$ cat config.mk
export PLATFORM = sky130hd
export DESIGN_NAME = gate_timer
export DESIGN_NICKNAME = d
export VERILOG_FILES = /design/src/verilog/gate_timer_pkg.sv /design/src/verilog/sync2.sv /design/src/verilog/gate_timer.sv
export SDC_FILE = /design/constraint.sdc
export NUM_CORES = 1
export LEC_CHECK = 0
export BUFFER_PORTS_ARGS = -buffer_cell sky130_fd_sc_hd__buf_2
export CORE_UTILIZATION = 55
export CTS_CLUSTER_SIZE = 30
export DETAILED_ROUTE_END_ITERATION = 16
export PLACE_DENSITY_LB_ADDON = 0.1
export SLEW_MARGIN = 0
export SYNTH_ARGS = -nofsm -noshare
export SYNTH_HDL_FRONTEND = slang
export SYNTH_SLANG_ARGS = --single-unit
$ cat constraint.sdc
create_clock -name ref_clk -period 2.8 [get_ports ref_clk]
set_clock_uncertainty 0.1 [all_clocks]
set_input_delay 0.14 -clock ref_clk [delete_from_list [all_inputs] [get_ports ref_clk]]
set_output_delay 0.14 -clock ref_clk [all_outputs]
set_load 0.03 [all_outputs]
$ cat src/verilog/gate_timer_pkg.sv
package gate_timer_pkg;

    // =====================================================================
    // register indices on the plain register port
    // =====================================================================
    localparam logic [2:0] ADDR_TIMER_CONTROL = 3'h0;
    localparam logic [2:0] ADDR_COUNT_LOW     = 3'h1;
    localparam logic [2:0] ADDR_COUNT_HIGH    = 3'h2;
    localparam logic [2:0] ADDR_CMP_LINK      = 3'h3;
    localparam logic [2:0] ADDR_FLAGS         = 3'h4;
    localparam logic [2:0] ADDR_IRQ_ENABLES   = 3'h5;

    // =====================================================================
    // timer_control fields
    // =====================================================================
    localparam int BIT_GATE_POLARITY  = 7;
    localparam int BIT_GATE_ENABLE    = 6;
    localparam int BIT_PRESCALE_HI    = 5;
    localparam int BIT_PRESCALE_LO    = 4;
    localparam int BIT_LP_OSC_ENABLE  = 3;
    localparam int BIT_NO_SYNC        = 2;
    localparam int BIT_SOURCE_SELECT  = 1;
    localparam int BIT_COUNTER_ON     = 0;
    localparam logic [7:0] TIMER_CONTROL_RESET = 8'h00;

    // comparator_two_timer_link fields
    localparam int BIT_GATE_SOURCE_SELECT = 1;
    localparam int BIT_CMP_SYNC_ENABLE    = 0;
    localparam logic [1:0] CMP_LINK_RESET = 2'h2;

    // irq enable register fields
    localparam int BIT_OVF_IRQ_ENABLE    = 0;
    localparam int BIT_PERIPH_IRQ_ENABLE = 1;
    localparam int BIT_GLOBAL_IRQ_ENABLE = 2;

    localparam logic [15:0] COUNT_MAX  = 16'hFFFF;
    localparam logic [15:0] COUNT_ZERO = 16'h0000;
    localparam logic [2:0]  PRE_ZERO   = 3'h0;

    // fixed interrupt service entry address
    localparam logic [15:0] IRQ_VECTOR = 16'h0004;

endpackage

$ cat src/verilog/sync2.sv
`timescale 1ns/100ps
module sync2
(
    // clock and reset
    input  wire logic ref_clk,
    input  wire logic srst,
    // level in and synchronised level out
    input  wire logic din,
    output logic      dout
);
    logic [1:0] stage_q;

    always_ff @(posedge ref_clk)
    begin
        if (srst)
            stage_q <= 2'h0;
        else
            stage_q <= {stage_q[0], din};
    end

    assign dout = stage_q[1];
endmodule

$ cat src/verilog/gate_timer.sv
// Behaviour
// reads of count bytes always stable
// software stops counter before writing bytes
// gated counter increments only while gate active
// gate enable ignored when off, else gates
// polarity bit chooses high or low gate
// wrap FFFFh to 0000h sets overflow flag
// interrupt needs four enable bits set
// overflow flag held until software clears
// software clears count and flag first
// sleep counting and wake only async external
// wake resumes, vectors when global enabled
// count drives capture copy and compare match
// special event clears count, no flag
// software write beats special event clear
// software uses sync mode with trigger
// comparator output optionally synced to increment
// falling edge needed before first rising edge
// prescale 1:1, 1:2, 1:4, 1:8
// low-power oscillator only in internal-osc mode
// no-sync bit only with external source
// source bit picks pin or Fosc/4
// counter-on bit; control resets zero
// count write clears prescale counter
//
// The plain strobed port and the register addresses are this design's own decisions.
`timescale 1ns/100ps
module gate_timer
    import gate_timer_pkg::*;
(
    // clock and reset
    input  wire logic        ref_clk,
    input  wire logic        srst,
    // register port
    input  wire logic [2:0]  reg_addr,
    input  wire logic [7:0]  reg_wdata,
    input  wire logic        reg_wr,
    input  wire logic        reg_rd,
    output logic      [7:0]  reg_rdata,
    // external pins and sources
    input  wire logic        count_input_pin,
    input  wire logic        low_power_osc,
    input  wire logic        gate_pin,
    input  wire logic        comparator_two_output,
    // system state
    input  wire logic        internal_osc_no_clkout,
    input  wire logic        sleep_mode,
    // capture/compare unit
    input  wire logic        capture_event,
    input  wire logic        special_event,
    input  wire logic [15:0] compare_value,
    // outputs to the core
    output logic [15:0]      capture_value,
    output logic             compare_match,
    output logic             overflow_flag,
    output logic             irq_request,
    output logic             wake_request,
    output logic [15:0]      irq_vector
);
    // =====================================================================
    // synchronisers for the four external pin and source inputs
    // =====================================================================
    logic pin_s, lp_s, gate_s, cmp_s;

    sync2 u_sync_pin  (.ref_clk(ref_clk), .srst(srst), .din(count_input_pin), .dout(pin_s));
    sync2 u_sync_lp   (.ref_clk(ref_clk), .srst(srst), .din(low_power_osc),   .dout(lp_s));
    sync2 u_sync_gate (.ref_clk(ref_clk), .srst(srst), .din(gate_pin),        .dout(gate_s));
    sync2 u_sync_cmp  (.ref_clk(ref_clk), .srst(srst), .din(comparator_two_output),
                       .dout(cmp_s));

    // =====================================================================
    // state
    // =====================================================================
    typedef struct packed {
        logic [7:0]  control;
        logic [1:0]  cmp_link;
        logic [2:0]  irq_en;
        logic [15:0] count;
        logic [2:0]  pre;
        logic        ext_prev;
        logic        armed;
        logic        cmp_held;
        logic        flag;
        logic        prev_on;
        logic [15:0] capture;
        logic        match;
        logic [7:0]  rdata;
    } state_t;

    state_t state_q, state_d;

    logic       counter_on, gate_enable, gate_polarity, no_sync, ext_src, lp_en;
    logic [1:0] prescale_select;
    logic       ext_level, ext_rise, ext_fall, tick, gate_src, gate_ok, pre_out;
    logic       count_write, wrap;
    logic [2:0] pre_mask;

    always_comb
    begin
        counter_on      = state_q.control[BIT_COUNTER_ON];
        gate_enable     = state_q.control[BIT_GATE_ENABLE];
        gate_polarity   = state_q.control[BIT_GATE_POLARITY];
        prescale_select = state_q.control[BIT_PRESCALE_HI:BIT_PRESCALE_LO];
        ext_src         = state_q.control[BIT_SOURCE_SELECT];
        no_sync         = state_q.control[BIT_NO_SYNC] & ext_src;
        lp_en           = state_q.control[BIT_LP_OSC_ENABLE] & internal_osc_no_clkout;

        // external clock level: pin or low-power oscillator
        ext_level = lp_en ? lp_s : pin_s;
        ext_rise  = ext_level & ~state_q.ext_prev;
        ext_fall  = ~ext_level & state_q.ext_prev;

        // count clock: rising external edge or every cycle as Fosc/4
        tick = ext_src ? (ext_rise & state_q.armed) : 1'b1;

        // comparator may be held at increment edges
        gate_src = state_q.cmp_link[BIT_GATE_SOURCE_SELECT]
                 ? (state_q.cmp_link[BIT_CMP_SYNC_ENABLE] ? state_q.cmp_held : cmp_s)
                 : gate_s;
        gate_ok  = ~gate_enable | (gate_src == gate_polarity);

        // sleep stops all but async external counting
        pre_mask = (prescale_select == 2'h0) ? 3'h0 :
                   (prescale_select == 2'h1) ? 3'h1 :
                   (prescale_select == 2'h2) ? 3'h3 : 3'h7;
        pre_out  = ((state_q.pre & pre_mask) == pre_mask);

        count_write = reg_wr & ((reg_addr == ADDR_COUNT_LOW) | (reg_addr == ADDR_COUNT_HIGH));

        state_d       = state_q;
        state_d.match = 1'b0;
        wrap          = 1'b0;
        state_d.prev_on  = counter_on;
        state_d.ext_prev = ext_level;

        // falling edge rearms after enable or write
        if (ext_fall)
            state_d.armed = 1'b1;
        if (count_write || (counter_on && !state_q.prev_on) || !counter_on)
            state_d.armed = ext_fall;

        if (tick)
            state_d.cmp_held = cmp_s;

        if (counter_on && gate_ok && tick && !(sleep_mode && !(no_sync && ext_src)))
        begin
            if (pre_out)
            begin
                state_d.pre   = PRE_ZERO;
                state_d.count = state_q.count + 16'h0001;
                wrap          = (state_q.count == COUNT_MAX);
            end
            else
                state_d.pre = state_q.pre + 3'h1;
        end

        if (special_event && !no_sync)
            state_d.count = COUNT_ZERO;

        if (wrap)
            state_d.flag = 1'b1;

        if (reg_wr)
        begin
            if (reg_addr == ADDR_TIMER_CONTROL)
                state_d.control = reg_wdata;
            else if (reg_addr == ADDR_COUNT_LOW)
            begin
                state_d.count[7:0] = reg_wdata;
                state_d.pre        = PRE_ZERO;
            end
            else if (reg_addr == ADDR_COUNT_HIGH)
            begin
                state_d.count[15:8] = reg_wdata;
                state_d.pre         = PRE_ZERO;
            end
            else if (reg_addr == ADDR_CMP_LINK)
                state_d.cmp_link = reg_wdata[1:0];
            else if (reg_addr == ADDR_FLAGS)
                state_d.flag = wrap | reg_wdata[0];
            else if (reg_addr == ADDR_IRQ_ENABLES)
                state_d.irq_en = reg_wdata[2:0];
        end

        if (capture_event)
            state_d.capture = state_q.count;
        state_d.match = (compare_value == state_q.count);

        // reads come from synchronised count state only
        if (!reg_rd)
            state_d.rdata = 8'h00;
        else if (reg_addr == ADDR_TIMER_CONTROL)
            state_d.rdata = state_q.control;
        else if (reg_addr == ADDR_COUNT_LOW)
            state_d.rdata = state_q.count[7:0];
        else if (reg_addr == ADDR_COUNT_HIGH)
            state_d.rdata = state_q.count[15:8];
        else if (reg_addr == ADDR_CMP_LINK)
            state_d.rdata = {6'h00, state_q.cmp_link};
        else if (reg_addr == ADDR_FLAGS)
            state_d.rdata = {7'h00, state_q.flag};
        else if (reg_addr == ADDR_IRQ_ENABLES)
            state_d.rdata = {5'h00, state_q.irq_en};
        else
            state_d.rdata = 8'h00;
    end

    always_ff @(posedge ref_clk)
    begin
        if (srst)
        begin
            state_q          <= '0;
            state_q.control  <= TIMER_CONTROL_RESET;
            state_q.cmp_link <= CMP_LINK_RESET;
        end
        else
            state_q <= state_d;
    end

    // =====================================================================
    // outputs
    // =====================================================================
    logic ovf_path;
    assign ovf_path      = state_q.flag & state_q.control[BIT_COUNTER_ON]
                         & state_q.irq_en[BIT_OVF_IRQ_ENABLE]
                         & state_q.irq_en[BIT_PERIPH_IRQ_ENABLE];
    assign reg_rdata     = state_q.rdata;
    assign capture_value = state_q.capture;
    assign compare_match = state_q.match;
    assign overflow_flag = state_q.flag;
    assign irq_request   = ovf_path & state_q.irq_en[BIT_GLOBAL_IRQ_ENABLE];
    assign wake_request  = ovf_path & state_q.control[BIT_NO_SYNC]
                         & state_q.control[BIT_SOURCE_SELECT];
    assign irq_vector    = IRQ_VECTOR;
endmodule

; ---- After elaboration in Yosys (flattened, before gate mapping)
; Cells that the tools add are included.
[word_totals]
register_bits = 70
latch_bits = 0
ramBits = 0
mem_bits_ro = 0
out_inout_bits = 44
wordCells = 111
n_memories = 0
[op_classes]
addsub = 2
multipliers = 0
n_div = 0
magnitude_cmp = 0
n_eq_ne = 11
n_shift = 0
n_mux = 35
bitwise_logic = 25
reduce_logical = 21
[op_table]
columns = cell, count
row1 = 19-bit two-way mux, 3
row2 = 8-bit two-way mux, 6
row3 = 16-bit two-way mux, 2
row4 = 3-bit two-way mux, 9
row5 = "16-bit by 1-bit adder with 16-bit output, second input constant", 1
row6 = 16-bit == test, 1
row7 = "16-bit == test, second input constant", 1
row8 = 1-bit two-way mux, 15
row9 = 1-bit bitwise AND, 12
row10 = 1-bit inverter, 9
row11 = 1-bit logical AND, 7
row12 = 7-bit AND reduction, 1
row13 = "3-bit by 2-bit == test with 1-bit output, second input constant", 2
row14 = "3-bit == test, second input constant", 2
row15 = 1-bit zero test, 5
row16 = 5-bit AND reduction, 1
row17 = "3-bit by 1-bit adder with 3-bit output, second input constant", 1
row18 = 3-bit bitwise AND, 1
row19 = "3-bit by 1-bit == test with 1-bit output, second input constant", 1
row20 = 3-bit == test, 1
row21 = 3-bit zero test, 1
row22 = 1-bit OR, 3
row23 = "2-bit by 1-bit == test with 1-bit output, second input constant", 1
row24 = "2-bit == test, second input constant", 1
row25 = other kinds (6), 7

; ---- Longest topological paths before layout
; Gate-level depths: netlist of the first run.
[depth]
ltp_word = 15
ltp_mapped = 7

; ---- Hierarchy
; Synthesis of the first run repeated with hierarchy kept, for this count alone.
[unflattened]
hier_cells = 431
hier_area_um2 = 3572.2
[modules_own_cells]
columns = mod, instances, cells_per_inst, area_per_inst_um2, seq_area_each_um2
row1 = gate_timer, 1, 415, 3362.0, 1241.2
row2 = sync2, 4, 4, 52.6, 40.0

; ---- Least setup slack after synthesis of the first run
; Ideal clock, no wire load.
[synth_timing]
path_kind = register -> register
from = register state_q (netlist bit gate_polarity)
to = register state_q[45] (netlist bit)
setup_time_ns = 0.119
arrival_ns = 1.531
required_time_ns = 2.581
path_slack_ns = 1.050
stages_incl_launch_ff = 7
period_less_slack_ns = 1.750
cell_sequence = dfxtp_1 -> xor2_1 -> a221oi_2 -> o221ai_2 -> nor4_1 -> xnor2_1 -> o21ai_2
[synth_between]
elab_chain_cells = 11
[synth_lines]
columns = element, line
row1 = "start, declared", gate_timer.sv:90  ; state_t state_q, state_d;
row2 = "start signal, assigned", gate_timer.sv:217  ; state_q <= state_d;
row3 = 1-bit == test *, gate_timer.sv:120  ; gate_ok = ~gate_enable | (gate_src == gate_polarity);
row4 = 1-bit OR *, gate_timer.sv:120
row5 = 1-bit logical AND * (3 in series), gate_timer.sv:145  ; if (counter_on && gate_ok && tick && !(sleep_mode && !(no_sync && ext_src)))
row6 = 19-bit two-way mux *, gate_timer.sv:145
row7 = 16-bit two-way mux *, gate_timer.sv:157  ; if (special_event && !no_sync)
row8 = 8-bit two-way mux, gate_timer.sv:172  ; else if (reg_addr == ADDR_COUNT_HIGH)
row9 = 8-bit two-way mux, gate_timer.sv:167  ; else if (reg_addr == ADDR_COUNT_LOW)
row10 = 19-bit two-way mux, gate_timer.sv:165  ; if (reg_addr == ADDR_TIMER_CONTROL)
row11 = 19-bit two-way mux *, gate_timer.sv:163  ; if (reg_wr)
; Every way passes the cells marked *; elsewhere a longest branch is shown, timed or not.
; A chain may end at the register's enable or synchronous reset.

; ---- Final worst setup path of the first run
[layout_timing]
from = register state_q[30] (netlist bit)
to = register state_q[33] (netlist bit)
[layout_between]
elab_chain_cells = 8
[layout_lines]
columns = element, line
row1 = 3-bit bitwise AND *, gate_timer.sv:126  ; pre_out = ((state_q.pre & pre_mask) == pre_mask);
row2 = 3-bit == test *, gate_timer.sv:126
row3 = 16-bit two-way mux *, gate_timer.sv:147  ; if (pre_out)
row4 = 19-bit two-way mux *, gate_timer.sv:145
row5 = 16-bit two-way mux *, gate_timer.sv:157
row6 = 8-bit two-way mux, gate_timer.sv:167
row7 = 19-bit two-way mux, gate_timer.sv:165
row8 = 19-bit two-way mux *, gate_timer.sv:163
; Marked as above.

==> results.yml, run 1 <==
power:
  clock_power_share_pct: 43.2
  power_density_mw_per_mm2: 540.0
  pwr-share-seq_pct: 47.4
  p_sw_share_pct: 24.52
  p_leak_nw: 1.770
  p_switching_w: 0.0005315
  p_int_w: 0.001636
  peakVddDrop_mv: 0.3334
  pwr-share-comb_pct: 9.4
route:
  drt-initial-drc-count: 249
  ant_nets: 0
  wire_per_inst_microns: 15.29
  drt-total-wl_microns: 8471
  drt-vias-per-instance: 5.392
  vias: 2987
  first_pass_iters: 4
  post-route-drc-count: 0
global_routing:
  busiest_layer: "met2"
  grt.total_usage_pct: 27.22
  grt_max_degree: 31
  grtUsageMet3_pct: 5.055
  grtUsageMet1_pct: 36.60
  grt_pass1_vias: 2697
  grt-ovfl-total: 0
  grt_antenna_before_repair: 0
  grt_pass1_wl_microns: 13360
  use_met2_pct: 41.65
sta:
  hold_viol: 0
  rsz0062_at_grt: "false"
  period_share_pct: 79.03
  timing.fmax_mhz: 451.9
  slew_viol_final: 0
  slew_headroom_pct: 29.19
  setup_viol: 0
  worstMarginPinSlew_ns: 1.062
  period_minus_slack_ns: 2.213
  tns_ns: 0
job:
  drv_cap: 0
synthesis:
  synth_edf_count: 0
  synth_ff_type: "dfxtp_1"
  syn-instance-count: 429
  synth-async-reset-ratio_pct: 0
  netlist.top_cell.by_area: "dfxtp_1"
  ys_warn_count: 0
  ys_seq_area_share_pct: 39.42
  syn_area_sq_mm: 0.003555
  yosys.area.top_type_share_pct: 39.42
  synth_area_leaders: "dfxtp_1 39%, buf_4 8.4%, mux2i_1 7.3%"
  synth_area_per_cell_sq_um: 8.286
  synth_cell_types: 47
  ys_ff_latch: 70
place:
  gp_congestion: 0.8769
  io_buffers: 66
  dpl.hpwl_microns: 6005
  dp_cells: 527
setup_path:
  worst-path-max-fanout: 14
  cp-start-kind: "flop"
  critPathKind: "flop to flop"
  cp_data_arrival_time_ns: 2.38
  cp-end-kind: "flop"
  required_ns: 2.96
final_layout:
  syn_to_final_growth_pct: 12.95
  final_nets: 515
  fin_cells: 554
  drive_gt1_share_pct: 19.21
  final_util_pct: 66.25
  final_cell_mix: "70 x dfxtp_1, 66 x buf_2, 52 x nor2_1"
  final_common_cell: "dfxtp_1"
  antennaDiodeCount: 0
clock_network:
  numCtsBuffers: 9
  post_cts_buffers: 0
  clockBufferDepth: 2
  cts_root_buffer: "clkbuf_8"
  cts_tree: "done"
  ctsResizeCount: 0
  ctsHoldBuffers: 11
  clkSlewWorstSetupHoldPaths_ns: 0.07
  cts_max_level: 3
  clk_latency_ns: 0.35
  cts_sinks: 70
floorplanning:
  die_area_sq_mm: 0.006788
  start_util_pct: 58.65
  io_pins: 83
  die_y_microns: 82.39
  die_width_microns: 82.39
  rows: 28
  core_area_sq_mm: 0.006061
hold_path:
  hp-class: "input pin to flop"
status:
  run_status: "finished clean"
registers in the layout (all words and copies together) (netlist names), 2 cells and up:
| name | cells |
|---|---|
| state_q | 30 |
| u_sync_cmp.stage_q | 2 |
| reg_rdata | 8 |
| u_sync_pin.stage_q | 2 |
| prescale_select | 2 |
| capture_value | 16 |
| u_sync_gate.stage_q | 2 |
| u_sync_lp.stage_q | 2 |
final cells by class:
type / instances / area [sq um]
clock buffer: 11 / 151.4
clock inverter: 5 / 81.33
fill: 536 / 2046
inverter: 12 / 45.04
multi-input combinational: 301 / 1779
sequential: 70 / 1401
tap: 75 / 93.84
timing repair buffer: 80 / 462.9
cell usage after synthesis (2+ instances only):
cell       instances
xnor2_1            7
nand4_1            6
buf_1              5
and4_1             2
xor2_1            26
buf_4             40
buf_2              5
ha_1               2
o21ai_1            3
nor3_1             5
inv_1             12
nor4_1             7
o21ai_0           19
nand3_1           10
o22ai_1            2
and2_1             2
clkbuf_1          10
nor2_1            52
conb_1             2
nand2b_1           3
o2bb2ai_1          4
a21oi_1           19
nor2b_1           11
nand2_1           50
and3_1             9
mux2i_1           26
dfxtp_1           70
worst paths after layout:
| check | startpoint | to | slack (ns) | cells after the start |
|---|---|---|---|---|
| worst max register to register | state_q[30] | state_q[33] | 0.59 | 5 |
| worst max-delay path | state_q[30] | state_q[33] | 0.59 | 5 |
| worst min register to register | u_sync_pin.stage_q[0] | u_sync_pin.stage_q[1] | 0.34 | 1 |
| worst min-delay path | reg_rd | reg_rdata[1] | 0.02 | 3 |
kinds of logic (layout without fill, tap and decap cells):
kind of cell | Yosys count | in the layout | synth area share, %
XOR/XNOR | 33 | 33 | 8.131
multiplexers | 27 | 27 | 7.638
AND/OR/NAND/NOR | 164 | 164 | 21.51
flip-flops | 70 | 70 | 39.42
other | 2 | 16 | 0.2113
adder cells (fa/ha/maj) | 2 | 2 | 0.7039
AO/OA/AOI/OAI | 59 | 59 | 10.38
buffers and inverters | 72 | 108 | 12.00
per-stage QoR:
stage	hold WS [ns]	area [sq um]	power (W)	setup WS [ns]
after floorplan	0.1486	3607	0.001199	1.050
after global placement	0.2510	3672	0.001240	0.7918
after detailed placement	0.2557	3672	0.001241	0.7026
after CTS	0.006487	4015	0.002179	0.6220
after global routing	0.01893	4015	0.002248	0.3087
final	0.01550	4015	0.002168	0.5873
power by group through the flow:
stage,logic [W],clock network (W),registers [W]
2_1_floorplan,0.000153,0,0.00105
3_3_place_gp,0.000188,0,0.00105
3_5_place_dp,0.000189,0,0.00105
4_1_cts,0.000202,0.000948,0.00103
5_1_grt,0.000222,0.000995,0.00103
6_report,0.000203,0.000936,0.00103
worst max-delay path, stage by stage (launching register included):
cell	delay, ns
dfxtp_1	0.39
o21ai_0	0.14
a22oi_1	0.86
nand2_1	0.25
xor2_1	0.20
o21ai_0	0.18
metal layers:
| metal | share of wire (%) | vias to the layer above |
|---|---|---|
| met5 | 0 | - |
| met1 | 45 | 1374 |
| met3 | 7.0 | 21 |
| met2 | 46 | 116 |
| li1 | - | 1476 |
| met4 | 2.4 | 0 |
(Power assumes the default switching activity.)
==> run 2, diff against run 1 <==
- CORE_UTILIZATION: 55 -> 49
- clock period: 2.8 -> 1.8 ns (I/O delays scaled with it)
==> run 2 against run 1 <==
  * The run now ends with negative setup slack left
  * First-iteration DRC count decreased by 29%
  * Total power rose by 49%
  * Cell count up 11%
  * Clock power is 36% higher
  * Sequential power up 54%
  * Critical path depth is 1 higher
  * Via count rose by 3.7%
  * Hold slack better by 0.018 ns
  * Setup slack worse by 0.63 ns
  * Register-to-register slack worse by 0.63 ns
  * Global-route usage decreased by 2.3 points
  * Sequential share of layout area down 2.7 points
==> results.yml, run 2 (same netlist as run 1, synthesis figures left out) <==
setup_path:
  reg2reg_slack_ns: -0.04
  cp-start-kind: "flop"
  required_ns: 1.98
  worst_path_max_delay_cell: "or4b_1"
  path_cells: "nor2b_1, a221oi_2, buf_4, o221ai_4, or4b_1, a21oi_1"
  cp_data_arrival_time_ns: 2.02
  cp_num_buf_inv: 1
  cpPeakStageDelay_ns: 0.50
  critPathKind: "flop to flop"
  cp-end-kind: "flop"
  worst-path-max-fanout: 7
  path_delay_family: "simple AND/OR/NAND/NOR gates"
final_layout:
  fillCellCount: 632
  syn_to_final_growth_pct: 22.81
  final_nets: 553
  drive_gt1_share_pct: 26.11
  fin_cells: 613
  final_common_cell: "dfxtp_1"
  largest_register: "state_q"
  final_cell_mix: "68 x dfxtp_1, 66 x buf_2, 52 x nor2_1"
  finalInstanceArea_sq_mm: 0.004365
  antennaDiodeCount: 0
  largest_reg_flops: 30
clock_network:
  cts_tree: "done"
  cts_sinks: 70
  clkSlewWorstSetupHoldPaths_ns: 0.08
  cts_root_buffer: "clkbuf_8"
  cts_max_level: 3
  numCtsBuffers: 9
  clk_latency_ns: 0.35
  clockBufferDepth: 2
place:
  dpl.hpwl_microns: 6536
  dp_cells: 581
  gp_congestion: 0.9400
  io_buffers: 66
  dpl_cell_area_sq_mm: 0.003946
sta:
  period_share_pct: 102.2
  slew_viol_final: 0
  timing.fmax_mhz: 543.8
  setup_ws_ns: -0.03885
  rsz0062_at_grt: "true"
  period_minus_slack_ns: 1.839
  hold_viol: 0
  setup_viol: 3
route:
  post-route-drc-count: 0
  drt-total-wl_microns: 8863
  first_pass_iters: 4
  drt-initial-drc-count: 178
  vias: 3097
  wire_per_inst_microns: 14.46
  drt-vias-per-instance: 5.052
  ant_nets: 0
job:
  drv_cap: 0
floorplanning:
  core_area_sq_mm: 0.006907
  io_pins: 83
  die_area_sq_mm: 0.007599
  start_util_pct: 51.47
  die_y_microns: 87.17
  die_width_microns: 87.17
  rows: 30
global_routing:
  grt-ovfl-total: 0
  grt_pass1_vias: 2934
  use_met2_pct: 41.52
  grt_antenna_before_repair: 0
  grt_max_degree: 31
  grtUsageMet1_pct: 31.45
  grtUsageMet3_pct: 5.213
  busiest_layer: "met2"
  grt_pass1_wl_microns: 14100
  grt.total_usage_pct: 24.88
status:
  violations: "negative setup slack"
  run_status: "finished, violations left"
power:
  p_leak_nw: 1.968
  peakVddDrop_mv: 0.5940
  power_density_mw_per_mm2: 737.8
hold_path:
  hp-class: "input pin to flop"
==> run 2: cell types whose count changed in the layout (fill, tap and decap cells not counted), sizes merged <==
cell         delta
buf            +35
bufinv          -1
clkbuf          -1
clkinv          +2
dlygate4sd3     +3
==> run 2: final timing paths <==
path / from / endpoint / cells after the start
max: gate_enable / state_q[32] / 6
min: srst / state_q[51] / 2
max reg2reg: gate_enable / state_q[32] / 6
min reg2reg: u_sync_pin.stage_q[0] / u_sync_pin.stage_q[1] / 1
==> run 2: power breakdown <==
| part | total (W) | switching [W] | internal [W] |
|---|---|---|---|
| clock network | 0.00127 | 0.000600 | 0.000672 |
| registers | 0.00159 | 0.0000135 | 0.00158 |
| logic | 0.000359 | 0.000220 | 0.000139 |
==> run 2: final cells by class <==
class / count / area (sq um) / area share, %
Clock buffer: 10 / 137.6 / 3.153
Clock inverter: 6 / 61.31 / 1.404
Inverter: 12 / 45.04 / 1.032
Multi-Input combinational cell: 301 / 1842 / 42.19
Sequential cell: 70 / 1404 / 32.16
Tap cell: 96 / 120.1 / 2.751
Timing Repair Buffer: 118 / 755.7 / 17.31
==> run 2: per-layer routing <==
metal / routed length (microns) / vias to the layer above
li1: - / 1543
met1: 4059 / 1443
met2: 4137 / 94
met3: 477 / 17
met4: 189 / 0
met5: 0 / -
==> run 2: what timing repair did <==
action,CTS,global route
buffers inserted,2,0
hold buffers,14,0
setup endpoints to repair,17,18
pin swaps,3,1
resized for setup,9,2
hold endpoints to repair,32,0
==> run 2: per-stage QoR <==
stage / worst slack [ns] / hold WS, ns / total power [W] / TNS, ns / utilization [%]
floorplan: 0.04975 / 0.09862 / 0.001865 / 0 / -
global placement: -0.06834 / 0.1970 / 0.001951 / -0.3333 / 57.14
detailed placement: -0.09942 / 0.2041 / 0.001953 / -0.8470 / 57.14
CTS: -0.01531 / 0.01571 / 0.003251 / -0.01573 / 63.06
global route: -0.1666 / 0.04177 / 0.003352 / -1.498 / 63.21
finish: -0.03885 / 0.03318 / 0.003221 / -0.08014 / 63.21
==> run 2: worst reg2reg max path, cell delays in order (launching register included) <==
cell and delay, ns:
dfxtp_2 0.34, nor2b_1 0.15, a221oi_2 0.22, buf_4 0.17, o221ai_4 0.16, or4b_1 0.50
a21oi_1 0.14
